==> config.mk <==
export PLATFORM = sky130hd
export DESIGN_NAME = rgvb_ctrl
export DESIGN_NICKNAME = d
export VERILOG_FILES = /design/src/rgvb_pkg.sv /design/src/rgvb_sync.sv /design/src/rgvb_ctrl.sv
export VERILOG_INCLUDE_DIRS = /design/src
export SDC_FILE = /design/constraint.sdc
export NUM_CORES = 1
export LEC_CHECK = 0
export BUFFER_PORTS_ARGS = -buffer_cell sky130_fd_sc_hd__buf_2
export CAP_MARGIN = 20
export CORE_MARGIN = 5
export CORE_UTILIZATION = 35
export CTS_CLUSTER_SIZE = 40
export DETAILED_ROUTE_END_ITERATION = 6
export PLACE_DENSITY = 0.57
export SLEW_MARGIN = 20
export SYNTH_ARGS = -nofsm -noshare
export SYNTH_HDL_FRONTEND = slang
export SYNTH_SLANG_ARGS = --single-unit
export TNS_END_PERCENT = 10
==> constraint.sdc <==
create_clock -name core_clk -period 3.2 [get_ports core_clk]
set_input_delay 0.48 -clock core_clk [delete_from_list [all_inputs] [get_ports core_clk]]
set_output_delay 0.48 -clock core_clk [all_outputs]
set_load 0.01 [all_outputs]
==> src/rgvb_defines.svh <==
`ifndef RGVB_DEFINES_SVH
`define RGVB_DEFINES_SVH
// register address of the regulator control register
`define RGVB_ADDR_REGCTL 8'hC9
// control register field positions
`define RGVB_BIT_IN_OFF 3
`define RGVB_BIT_VBUS 6
`define RGVB_BIT_IN_LP 4
`define RGVB_BIT_STOP_SD 3
`define RGVB_BIT_CORE_LP 1
`define RGVB_BIT_IN_OFF_POS 7
// reset value of the control register
`define RGVB_REGCTL_RST 8'h00
// writable bits (reserved bits also store, software writes zero there)
`define RGVB_REGCTL_WMASK 8'hBF
// interrupt status / mask register and its event bits
`define RGVB_ADDR_IRQ_STAT 8'hCA
`define RGVB_ADDR_IRQ_MASK 8'hCB
`define RGVB_BIT_EV_RISE 0
`define RGVB_BIT_EV_FALL 1
`define RGVB_IRQ_RST 8'h00
// reset-source select register (bit 0 routes bus-power edges to reset)
`define RGVB_ADDR_RSTSEL 8'hCC
`define RGVB_BIT_RSTSEL_USB 0
`endif

==> src/rgvb_pkg.sv <==
package rgvb_pkg;
	// power state of the core supply
	typedef enum logic [1:0] {
		RGVB_RUN,
		RGVB_STOP_ON,
		RGVB_STOP_OFF
	} rgvb_pwr_type;
endpackage

==> src/rgvb_sync.sv <==
`timescale 1ns/1ns
`default_nettype none
// three-stage synchroniser with edge pulses from stages two and three
module rgvb_sync (
	// clock and reset
	input wire logic core_clk,
	input wire logic rst_n,
	// asynchronous input
	input wire logic async_in,
	// synchronised level and edges
	output logic level,
	output logic rise,
	output logic fall
);
	logic s1_r; // first stage, read only by s2_r
	logic s2_r;
	logic s3_r;

	// shift chain; reset to absent bus power
	always_ff @(posedge core_clk) begin
		if (!rst_n) begin
			s1_r <= 1'b0;
			s2_r <= 1'b0;
			s3_r <= 1'b0;
		end else begin
			s1_r <= async_in;
			s2_r <= s1_r;
			s3_r <= s2_r;
		end
	end

	// a change counts once stages two and three agree on it
	always_ff @(posedge core_clk) begin
		if (!rst_n) begin
			level <= 1'b0;
		end else if (s2_r == s3_r) begin
			level <= s3_r;
		end
	end

	assign rise = (s2_r == s3_r) && s3_r && !level;
	assign fall = (s2_r == s3_r) && !s3_r && level;
endmodule
`default_nettype wire

==> src/rgvb_ctrl.sv <==
`timescale 1ns/1ns
`default_nettype none
`include "rgvb_defines.svh"
module rgvb_ctrl
	import rgvb_pkg::*;
(
	// clock and reset
	input wire logic core_clk,
	input wire logic rst_n,
	// register port
	input wire logic [7:0] reg_addr,
	input wire logic [7:0] reg_wdata,
	input wire logic reg_wr,
	input wire logic reg_rd,
	output logic [7:0] reg_rdata,
	// bus power pin
	input wire logic vbus_pin,
	// power management from the core
	input wire logic stop_req,
	input wire logic wake_evt,
	input wire logic vbus_irq_en,
	// regulator controls
	output logic input_supply_en,
	output logic input_supply_low_power,
	output logic core_supply_en,
	output logic core_supply_low_power,
	// interrupts and reset
	output logic vbus_edge_irq,
	output logic irq,
	output logic usb_reset_req
);
	logic [7:0] regctl_r; // control register, bit 6 not stored
	logic [7:0] irq_stat_r; // sticky edge status for the level interrupt
	logic [7:0] irq_mask_r; // interrupt mask
	logic [7:0] rstsel_r; // reset-source select
	logic [7:0] rdata_nxt; // read mux
	logic vb_level; // synchronised bus power
	logic vb_rise;
	logic vb_fall;
	logic vb_edge;
	rgvb_pwr_type pwr_r; // stop state of the core supply

	// three flops on the pin, edges counted once
	rgvb_sync u_sync (
		.core_clk(core_clk),
		.rst_n(rst_n),
		.async_in(vbus_pin),
		.level(vb_level),
		.rise(vb_rise),
		.fall(vb_fall)
	);
	assign vb_edge = vb_rise | vb_fall;

	// control register; reserved bits store what software wrote
	always_ff @(posedge core_clk) begin
		if (!rst_n) begin
			regctl_r <= `RGVB_REGCTL_RST;
		end else if (reg_wr && reg_addr == `RGVB_ADDR_REGCTL) begin
			regctl_r <= reg_wdata & `RGVB_REGCTL_WMASK;
		end
	end

	// status register: set wins over write-one-to-clear
	always_ff @(posedge core_clk) begin
		if (!rst_n) begin
			irq_stat_r <= `RGVB_IRQ_RST;
		end else begin
			if (reg_wr && reg_addr == `RGVB_ADDR_IRQ_STAT) begin
				irq_stat_r <= irq_stat_r & ~reg_wdata;
			end
			if (vb_rise) begin
				irq_stat_r[`RGVB_BIT_EV_RISE] <= 1'b1;
			end
			if (vb_fall) begin
				irq_stat_r[`RGVB_BIT_EV_FALL] <= 1'b1;
			end
		end
	end

	// mask and reset-select registers
	always_ff @(posedge core_clk) begin
		if (!rst_n) begin
			irq_mask_r <= `RGVB_IRQ_RST;
			rstsel_r <= `RGVB_IRQ_RST;
		end else if (reg_wr) begin
			if (reg_addr == `RGVB_ADDR_IRQ_MASK) begin
				irq_mask_r <= reg_wdata;
			end
			if (reg_addr == `RGVB_ADDR_RSTSEL) begin
				rstsel_r <= reg_wdata;
			end
		end
	end

	// read mux; unmapped addresses read zero
	always_comb begin
		rdata_nxt = 8'h00;
		case (reg_addr)
			`RGVB_ADDR_REGCTL: begin
				rdata_nxt = regctl_r;
				rdata_nxt[`RGVB_BIT_VBUS] = vb_level;
			end
			`RGVB_ADDR_IRQ_STAT: begin
				rdata_nxt = irq_stat_r;
			end
			`RGVB_ADDR_IRQ_MASK: begin
				rdata_nxt = irq_mask_r;
			end
			`RGVB_ADDR_RSTSEL: begin
				rdata_nxt = rstsel_r;
			end
			default: begin
				rdata_nxt = 8'h00;
			end
		endcase
	end

	// read data stand the cycle after the strobe only
	always_ff @(posedge core_clk) begin
		if (!rst_n) begin
			reg_rdata <= 8'h00;
		end else if (reg_rd) begin
			reg_rdata <= rdata_nxt;
		end else begin
			reg_rdata <= 8'h00;
		end
	end

	// stop handling: core supply drops only when configured to
	always_ff @(posedge core_clk) begin
		if (!rst_n) begin
			pwr_r <= RGVB_RUN;
		end else begin
			case (pwr_r)
				RGVB_RUN: begin
					if (stop_req) begin
						if (regctl_r[`RGVB_BIT_STOP_SD]) begin
							pwr_r <= RGVB_STOP_OFF;
						end else begin
							pwr_r <= RGVB_STOP_ON;
						end
					end
				end
				RGVB_STOP_ON: begin
					// only a wake or the reset pin ends stop with supply up; a usb reset request does not
					if (wake_evt) begin
						pwr_r <= RGVB_RUN;
					end
				end
				RGVB_STOP_OFF: begin
					// only the reset pin or power cycle recovers; nothing here
					pwr_r <= RGVB_STOP_OFF;
				end
				default: begin
					pwr_r <= RGVB_RUN;
				end
			endcase
		end
	end

	// regulator controls; low power is not forced off, software keeps the
	// restriction against core low power with input regulator disabled
	assign input_supply_en = !regctl_r[`RGVB_BIT_IN_OFF_POS];
	assign input_supply_low_power = regctl_r[`RGVB_BIT_IN_LP];
	assign core_supply_low_power = regctl_r[`RGVB_BIT_CORE_LP];
	assign core_supply_en = (pwr_r != RGVB_STOP_OFF);

	// edge interrupt: one pulse per edge, no flag held
	assign vbus_edge_irq = vbus_irq_en && vb_edge;
	// reset request on either edge when usb is a reset source
	assign usb_reset_req = rstsel_r[`RGVB_BIT_RSTSEL_USB] && vb_edge;
	// level interrupt from sticky status under mask
	assign irq = |(irq_stat_r & irq_mask_r);

	chk_edge_irq_pulse: assert property (@(posedge core_clk) disable iff (!rst_n)
		(vbus_irq_en && $changed(vb_level)) |-> $past(vbus_edge_irq))
		else $error("edge interrupt missing for bus-power change");
	chk_no_pending_flag: assert property (@(posedge core_clk) disable iff (!rst_n)
		vbus_edge_irq |=> !vbus_edge_irq)
		else $error("edge interrupt held longer than one cycle");
	chk_status_tracks_bus: assert property (@(posedge core_clk) disable iff (!rst_n)
		(reg_rd && reg_addr == `RGVB_ADDR_REGCTL) |=> reg_rdata[`RGVB_BIT_VBUS] == $past(vb_level))
		else $error("bus-power status bit wrong");
	chk_usb_reset_edge: assert property (@(posedge core_clk) disable iff (!rst_n)
		(rstsel_r[`RGVB_BIT_RSTSEL_USB] && $changed(vb_level)) |-> $past(usb_reset_req))
		else $error("usb reset not requested on edge");
	chk_stop_keep_core: assert property (@(posedge core_clk) disable iff (!rst_n)
		(pwr_r == RGVB_RUN && stop_req && !regctl_r[`RGVB_BIT_STOP_SD]) |=> core_supply_en)
		else $error("core supply dropped in default stop");
	chk_stop_shutdown: assert property (@(posedge core_clk) disable iff (!rst_n)
		(pwr_r == RGVB_RUN && stop_req && regctl_r[`RGVB_BIT_STOP_SD]) |=> !core_supply_en [*3])
		else $error("core supply not shut in configured stop");
	chk_input_off_bit: assert property (@(posedge core_clk) disable iff (!rst_n)
		(reg_wr && reg_addr == `RGVB_ADDR_REGCTL) |=> input_supply_en == !$past(reg_wdata[`RGVB_BIT_IN_OFF_POS]))
		else $error("input regulator enable does not follow control bit");
	chk_low_power_bits: assert property (@(posedge core_clk) disable iff (!rst_n)
		(reg_wr && reg_addr == `RGVB_ADDR_REGCTL) |=>
		(input_supply_low_power == $past(reg_wdata[`RGVB_BIT_IN_LP])) &&
		(core_supply_low_power == $past(reg_wdata[`RGVB_BIT_CORE_LP])))
		else $error("low-power bits do not follow control register");
	chk_single_edge: assert property (@(posedge core_clk) disable iff (!rst_n)
		!(vb_rise && vb_fall))
		else $error("rise and fall in the same cycle");

	// reset leaves the control register at its documented value
	// checked without disable so the reset branch itself is covered
	chk_ctl_reset_val: assert property (@(posedge core_clk)
		!rst_n |=> (regctl_r == `RGVB_REGCTL_RST))
		else $error("control register not cleared by reset");

	// side registers also come out of reset empty
	// a stale mask or reset select would fire events after reset
	chk_regs_reset_zero: assert property (@(posedge core_clk)
		!rst_n |=> (irq_stat_r == `RGVB_IRQ_RST) && (irq_mask_r == `RGVB_IRQ_RST) && (rstsel_r == `RGVB_IRQ_RST))
		else $error("status, mask or reset select not cleared by reset");

	// reset is the only way out of the shutdown stop state
	// so reset must land the power state in run
	chk_pwr_reset: assert property (@(posedge core_clk)
		!rst_n |=> (pwr_r == RGVB_RUN))
		else $error("power state not run after reset");

	// read data are zero unless a read strobe came the cycle before
	// keeps a stale value from being taken for a fresh read
	chk_rdata_idle: assert property (@(posedge core_clk) disable iff (!rst_n)
		!reg_rd |=> (reg_rdata == 8'h00))
		else $error("read data not zero outside a read");

	// control read returns the stored bits beside the live status bit
	// the status bit is covered by its own check
	chk_rdata_ctl: assert property (@(posedge core_clk) disable iff (!rst_n)
		(reg_rd && reg_addr == `RGVB_ADDR_REGCTL) |=>
		((reg_rdata & `RGVB_REGCTL_WMASK) == ($past(regctl_r) & `RGVB_REGCTL_WMASK)))
		else $error("control register read back wrong");

	// the status position is never stored
	// a stored copy could disagree with the live bus level
	chk_vbus_bit_ro: assert property (@(posedge core_clk) disable iff (!rst_n)
		!regctl_r[`RGVB_BIT_VBUS])
		else $error("status bit stored in control register");

	// a control write lands with the read-only bit masked
	// reserved bits keep what software wrote there
	chk_ctl_write: assert property (@(posedge core_clk) disable iff (!rst_n)
		(reg_wr && reg_addr == `RGVB_ADDR_REGCTL) |=> (regctl_r == ($past(reg_wdata) & `RGVB_REGCTL_WMASK)))
		else $error("control write not stored");

	// without a control write the register holds
	// catches writes decoded from the wrong address
	chk_ctl_hold: assert property (@(posedge core_clk) disable iff (!rst_n)
		!(reg_wr && reg_addr == `RGVB_ADDR_REGCTL) |=> $stable(regctl_r))
		else $error("control register changed without a write");

	// a rising edge leaves its status bit set
	// set wins even when software clears in the same cycle
	chk_rise_sets_stat: assert property (@(posedge core_clk) disable iff (!rst_n)
		vb_rise |=> irq_stat_r[`RGVB_BIT_EV_RISE])
		else $error("rise did not set its status bit");

	// a falling edge leaves its status bit set
	// same set-wins priority as the rise bit
	chk_fall_sets_stat: assert property (@(posedge core_clk) disable iff (!rst_n)
		vb_fall |=> irq_stat_r[`RGVB_BIT_EV_FALL])
		else $error("fall did not set its status bit");

	// writing ones clears those status bits when no edge competes
	// other bits are left alone
	chk_stat_clear: assert property (@(posedge core_clk) disable iff (!rst_n)
		(reg_wr && reg_addr == `RGVB_ADDR_IRQ_STAT && !vb_rise && !vb_fall) |=>
		((irq_stat_r & $past(reg_wdata)) == 8'h00))
		else $error("status write did not clear");

	// with no edge and no clear the status holds
	// sticky bits must not leak away on their own
	chk_stat_hold: assert property (@(posedge core_clk) disable iff (!rst_n)
		(!(reg_wr && reg_addr == `RGVB_ADDR_IRQ_STAT) && !vb_rise && !vb_fall) |=> $stable(irq_stat_r))
		else $error("status changed without event or clear");

	// an edge pulse is always followed by a level change
	// a pulse without a real transition would be a spurious event
	chk_edge_needs_change: assert property (@(posedge core_clk) disable iff (!rst_n)
		vbus_edge_irq |=> $changed(vb_level))
		else $error("edge interrupt without bus-power change");

	// a reset request likewise needs a real transition
	// a false request would reset the whole device
	chk_reset_needs_edge: assert property (@(posedge core_clk) disable iff (!rst_n)
		usb_reset_req |=> $changed(vb_level))
		else $error("usb reset without bus-power change");

	// no edge interrupt while it is disabled
	// the reset request path is independent of this enable
	chk_edge_irq_off: assert property (@(posedge core_clk) disable iff (!rst_n)
		!vbus_irq_en |-> !vbus_edge_irq)
		else $error("edge interrupt while disabled");

	// a reset request is one cycle long
	// a held request would count as several resets downstream
	chk_usb_reset_pulse: assert property (@(posedge core_clk) disable iff (!rst_n)
		usb_reset_req |=> !usb_reset_req)
		else $error("usb reset request longer than one cycle");

	// shutdown stop is left only through reset
	// wake events are ignored once the core supply is gone
	chk_stop_off_holds: assert property (@(posedge core_clk) disable iff (!rst_n)
		(pwr_r == RGVB_STOP_OFF) |=> (pwr_r == RGVB_STOP_OFF))
		else $error("shutdown stop left without reset");

	// with the supply kept a wake ends stop
	// only wake_evt or the reset pin brings the core back, a usb reset request does not
	chk_stop_on_wake: assert property (@(posedge core_clk) disable iff (!rst_n)
		(pwr_r == RGVB_STOP_ON && wake_evt) |=> (pwr_r == RGVB_RUN))
		else $error("wake did not end stop");

	// stop with the supply kept waits for a wake
	// leaving early would skip the wake source entirely
	chk_stop_on_holds: assert property (@(posedge core_clk) disable iff (!rst_n)
		(pwr_r == RGVB_STOP_ON && !wake_evt) |=> (pwr_r == RGVB_STOP_ON))
		else $error("stop left without a wake");

	// run is left only on a stop request
	// guards against the core supply dropping in normal work
	chk_run_stays: assert property (@(posedge core_clk) disable iff (!rst_n)
		(pwr_r == RGVB_RUN && !stop_req) |=> (pwr_r == RGVB_RUN))
		else $error("left run without a stop request");

	// mask writes land as written
	// the mask has no reserved bits of its own
	chk_mask_write: assert property (@(posedge core_clk) disable iff (!rst_n)
		(reg_wr && reg_addr == `RGVB_ADDR_IRQ_MASK) |=> (irq_mask_r == $past(reg_wdata)))
		else $error("mask write not stored");

	// reset-select writes land as written
	// the usb source bit gates the reset request
	chk_rstsel_write: assert property (@(posedge core_clk) disable iff (!rst_n)
		(reg_wr && reg_addr == `RGVB_ADDR_RSTSEL) |=> (rstsel_r == $past(reg_wdata)))
		else $error("reset select write not stored");

	// status read returns the sticky bits as they stood at the strobe
	// an edge in the read cycle shows up on the next read
	chk_rdata_stat: assert property (@(posedge core_clk) disable iff (!rst_n)
		(reg_rd && reg_addr == `RGVB_ADDR_IRQ_STAT) |=> (reg_rdata == $past(irq_stat_r)))
		else $error("status read back wrong");
endmodule
`default_nettype wire

Word-level counts from Yosys, hierarchy flattened. Cells that the tools add are included.

Bitwise operators: 4. Equal/unequal tests: 10. Mux-type cells: 8. Reductions and logical operators: 19.

Operators with widths (number): $eq A8 B8 Y1 const B (4); $pmux W8 S4 (1); $and A8 B8 Y8 (2); $logic_and A1 B1 Y1 (8); $mux W2 (4); $not A8 Y8 (1); $reduce_and A2 Y1 (4); $reduce_or A8 Y1 (1); $ne A2 B2 Y1 const B (3); $pmux W2 S3 (1); $reduce_bool A2 Y1 (2); $logic_not A1 Y1 (3); $eq A2 B1 Y1 const B (1); $eq A2 B2 Y1 const B (1); $logic_not A2 Y1 (1); $mux W1 (2); $eq A1 B1 Y1 (1); $or A1 B1 Y1 (1).

Output and inout bits: 15. Bits in registers: 45. Bits of input ports: 24. Logic and storage cells: 53.

Longest topological paths before layout.
Word-level depth: 5. Gate-level depth with buffers: 5. Mapped depth without buffers: 4.

Cells and area by module. From an unflattened synthesis, not the netlist that was laid out.

Cells, all modules: 213. Area, all modules: 2024.4 um2.

Modules (own cells, without submodules): rgvb_ctrl (times used 1, sequential area each 820.8 um2, area each 1864.3 um2, cells an instance 198); rgvb_sync (times used 1, sequential area each 80.1 um2, area each 160.2 um2, cells an instance 15).

Worst setup path after synthesis. OpenSTA, ideal clock, no wires.

Path kind: input to register. Start point: input port reg_addr[0]. End point: register reg_rdata[0]. Buffers on the path: 1. Arrival time: 1.328 ns. Stages on the path: 4. Required time: 3.070 ns. Path slack: 1.742 ns. Setup time: 0.130 ns. Path through: buf_2 -> or3_2 -> nand4_2 -> a211oi_1.

Word-level cells in the longest chain between the ends: 2. Elaborated cells on any way between the ends: 5. Those cells by class: 4 x eq/ne; 1 x mux.

Ends and longest elaborated chain: start, declared (RTL line rgvb_ctrl.sv:11) `input wire logic [7:0] reg_addr,`; $eq A8 B8 Y1 (RTL line rgvb_ctrl.sv:98) `case (reg_addr)`; $pmux W8 S4 (*) (RTL line rgvb_ctrl.sv:98); end signal, assigned (RTL line rgvb_ctrl.sv:123) `reg_rdata <= rdata_nxt;`; end, declared (RTL line rgvb_ctrl.sv:15) `output logic [7:0] reg_rdata,`.

Mark *: on every way between the ends. The rest lies on a longest branch, timed or not. A chain may end at the register's enable or synchronous reset.

Final worst setup path.
Start point: input port reg_addr[5]. End point: register reg_rdata[4].

Same word-level chain as after synthesis.

==> impl_metrics.json <==
{
  "final-max-slew-violation-count": 0,
  "antenna_cells": 0,
  "stdcell_area_um2": 2435,
  "first_iter_violations": 88,
  "cts_inserted_buffers": 5,
  "grtUsageMet1_pct": 19.52,
  "worst_hold_startpoint": "reg_wdata[5]",
  "nNetsFinal": 275,
  "cp_cell_sequence": "buf_2 > and3b_1 > nand3b_1 > a211oi_1",
  "yosysUniqueCellTypes": 34,
  "design.die.area_um2": 7764,
  "finalWorstPathRequiredPeriod_ns": 1.851,
  "largest_incremental_delay_on_the_critical_path_ns": 0.72,
  "cts_tree": "built",
  "power.total_mw": 0.9827,
  "clkSinkCount": 45,
  "place_area_um2": 2352,
  "vdd_ir_drop_max_mv": 0.1328,
  "power-per-cell-area_nw_per_um2": 403.6,
  "cts_setup_buffers": 0,
  "area_growth_pct": 14.00,
  "synth-seq-area-share_pct": 42.18,
  "worst_slew_margin_rel_pct": 47.44,
  "synth-async-reset-ratio_pct": 0,
  "grtUsageMet2_pct": 19.11,
  "detail_route.first_pass.iterations": 4,
  "worst_hold_path.endpoint": "irq_stat_r[5]",
  "grt_start_max_net_pins": 31,
  "global_route.usage.met3_pct": 3.293,
  "setup_slack_of_the_most_critical_reg_to_reg_path_ns": 2.13,
  "globalRoute.totalOverflow": 0,
  "antenna_found_initial": 0,
  "setup.worst_path.end_class": "register",
  "worst-r2r-cell-count": 4,
  "ys_ff_latch": 45,
  "timing.setup.critical_path_class": "in2reg",
  "worstSetupPathDepth": 4,
  "critical_path.max_fanout": 19,
  "holdPathStages": 2,
  "clock_tree.buffer_depth": 2,
  "dp_hpwl_mm": 3.374,
  "setup_tns_after_final_layout_ns": 0,
  "synthesized_area_per_cell_um2": 9.842,
  "drive_above_1_share_pct": 24.80,
  "synth_fp_nets": 243,
  "final.hold.worst_slack_ns": 0.3640,
  "worst_ep_arrival_time_ns": 2.06,
  "placedCellCount": 317,
  "finalClockSkew_ns": 0.007199,
  "crit_family": "simple AND/OR/NAND/NOR gates",
  "drt_wl_total_mm": 4.749,
  "die_h_um": 88.12,
  "cts.clk_slew.worst_paths_ns": 0.09,
  "cts_max_level": 2,
  "setup_slack_ns": 1.349,
  "synth.yosys.warnings": 0,
  "vias_per_cell": 4.978,
  "ff_latch_area_um2": 900.9,
  "final.fill_count": 599,
  "postSynth.topFlopCell": "dfxtp_1",
  "cp-start-kind": "input pin",
  "crit_buf_inv": 1,
  "cts_hold_buffers": 0,
  "total_leakage_power_nw": 1.137,
  "rsz0062_at_grt": "false",
  "postSynthCellCount": 217,
  "vias_in_the_first_global_route": 1554,
  "placeableCoreArea_um2": 5921,
  "post-route-period-util_pct": 57.85,
  "setup_violations": 0,
  "routed-via-count": 1618,
  "final_cell_count_without_fillers": 325,
  "timing.rr.end": "irq_stat_r[0]",
  "status": "complete, no violations",
  "global_route_wire_length_before_repair_mm": 7.969,
  "place_ws_ns": 1.021,
  "count_of_flip_flops_with_a_built_in_enable_after_synthesis": 0,
  "crit_slowest_cell": "and3b_1",
  "ant_nets": 0,
  "io_pins": 39,
  "max_freq_mhz": 540.2,
  "cts_resized": 0,
  "worst-slew-pin-transition_ns": 0.7884,
  "routed_wire_length_per_instance_um": 14.61,
  "clkLatencyLatePin_ns": 0.29,
  "syn_area_um2": 2136,
  "final_core_util_pct": 41.12,
  "place.port_buffers": 38,
  "cap_violations": 0,
  "fp.dieW_um": 88.12,
  "final_hold_vio_count": 0,
  "multiInputGateArea_um2": 1145,
  "grt-busiest-layer": "met1",
  "globalRouteTotalUtil_pct": 13.31,
  "floorplan.initialDensity_pct": 36.07,
  "worstHoldPathType": "in2reg",
  "core.rowCount": 28,
  "cp_data_required_time_ns": 3.41,
  "cts_root_buffer": "clkbuf_8",
  "reg2reg_from": "u_sync.s3_r",
  "drt_drc_violations_left": 0,
  "finalWeightedCongestion": 0.7134
}
-- power by group --
part           leakage [nW]  total (mW)  internal, mW  switching [mW]
registers             0.363       0.565         0.563         0.00212
logic                 0.729      0.0725        0.0270          0.0456
clock network        0.0450       0.345         0.152           0.193
-- final cells by class --
cell class                 count  area share (%)
clock inverter                 2          0.4111
inverter                       4          0.6166
timing repair buffer          39           8.119
tap                           75           3.854
sequential                    45           37.00
multi-input combinational    154           47.02
clock buffer                   6           2.980
-- synthesized netlist by cell type, drive strengths merged, types with 2 or more instances --
master | number | area, µm²
dfxtp | 45 | 900.9
nand2 | 38 | 142.6
mux2i | 24 | 240.2
and3b | 15 | 131.4
a21oi | 9 | 45.04
a211oi | 8 | 60.06
clkbuf | 8 | 30.03
mux2 | 8 | 90.09
nand3 | 7 | 35.03
o211ai | 7 | 52.55
buf | 6 | 45.04
nand4 | 5 | 82.58
a22oi | 4 | 30.03
inv | 4 | 15.01
nand3b | 4 | 30.03
nor2 | 3 | 11.26
nor2b | 3 | 18.77
a21boi | 2 | 15.01
a311oi | 2 | 17.52
and2 | 2 | 12.51
ha | 2 | 25.02
nand2b | 2 | 12.51
nor3 | 2 | 10.01
-- worst max-delay path by stage --
stage	startpoint	endpoint	slack, ns
6_report	reg_addr[5]	reg_rdata[4]	1.35
3_3_place_gp	reg_addr[5]	reg_rdata[4]	1.04
5_1_grt	reg_addr[5]	reg_rdata[4]	1.16
4_1_cts	reg_addr[5]	reg_rdata[4]	1.33
3_5_place_dp	reg_addr[5]	reg_rdata[4]	1.02
2_1_floorplan	reg_addr[0]	reg_rdata[0]	1.74
-- sequential cells by signal, indices dropped and copies added, names as in the netlist --
signal	count
u_sync.s3_r	1
regctl_r	7
irq_stat_r	8
reg_rdata	8
u_sync.level	1
u_sync.s1_r	1
u_sync.s2_r	1
irq_mask_r	8
rstsel_r	8
pwr_r	2
-- cell families after synthesis --
logic type | count (synthesis) | synth area share, %
and+or+nand+nor | 86 | 26.01
DFF | 45 | 42.18
AOI/OAI and AO/OA | 34 | 10.95
muxes | 32 | 15.47
buffers and inverters | 18 | 4.218
adders and majority gates | 2 | 1.171
-- per-layer routing --
metal	share of wire (%)	vias to the layer above
met5	0	-
li1	-	842
met3	5.4	6
met2	42	29
met4	1.5	0
met1	51	741
-- cell usage in the layout (no fill, tap or decap), types with 2 or more instances in the layout --
cell      netlist  routed
a211oi_1        8       8
a21boi_0        2       2
a21oi_1         9       9
a22oi_1         4       4
a311oi_1        2       2
and2_1          2       2
and3b_1        15      15
buf_2           3      38
clkbuf_8        0       5
clkinv_2        0       2
dfxtp_1        45      45
ha_1            2       2
inv_1           4       4
mux2_2          8       8
mux2i_1        24      24
nand2_1        38      38
nand2b_1        2       2
nand3_1         7       7
nand3b_1        4       4
nand4_4         3       3
nor2_1          3       3
nor2b_1         3       3
nor3_1          2       2
o211ai_1        7       7
Power figures use the tool's default switching activity.
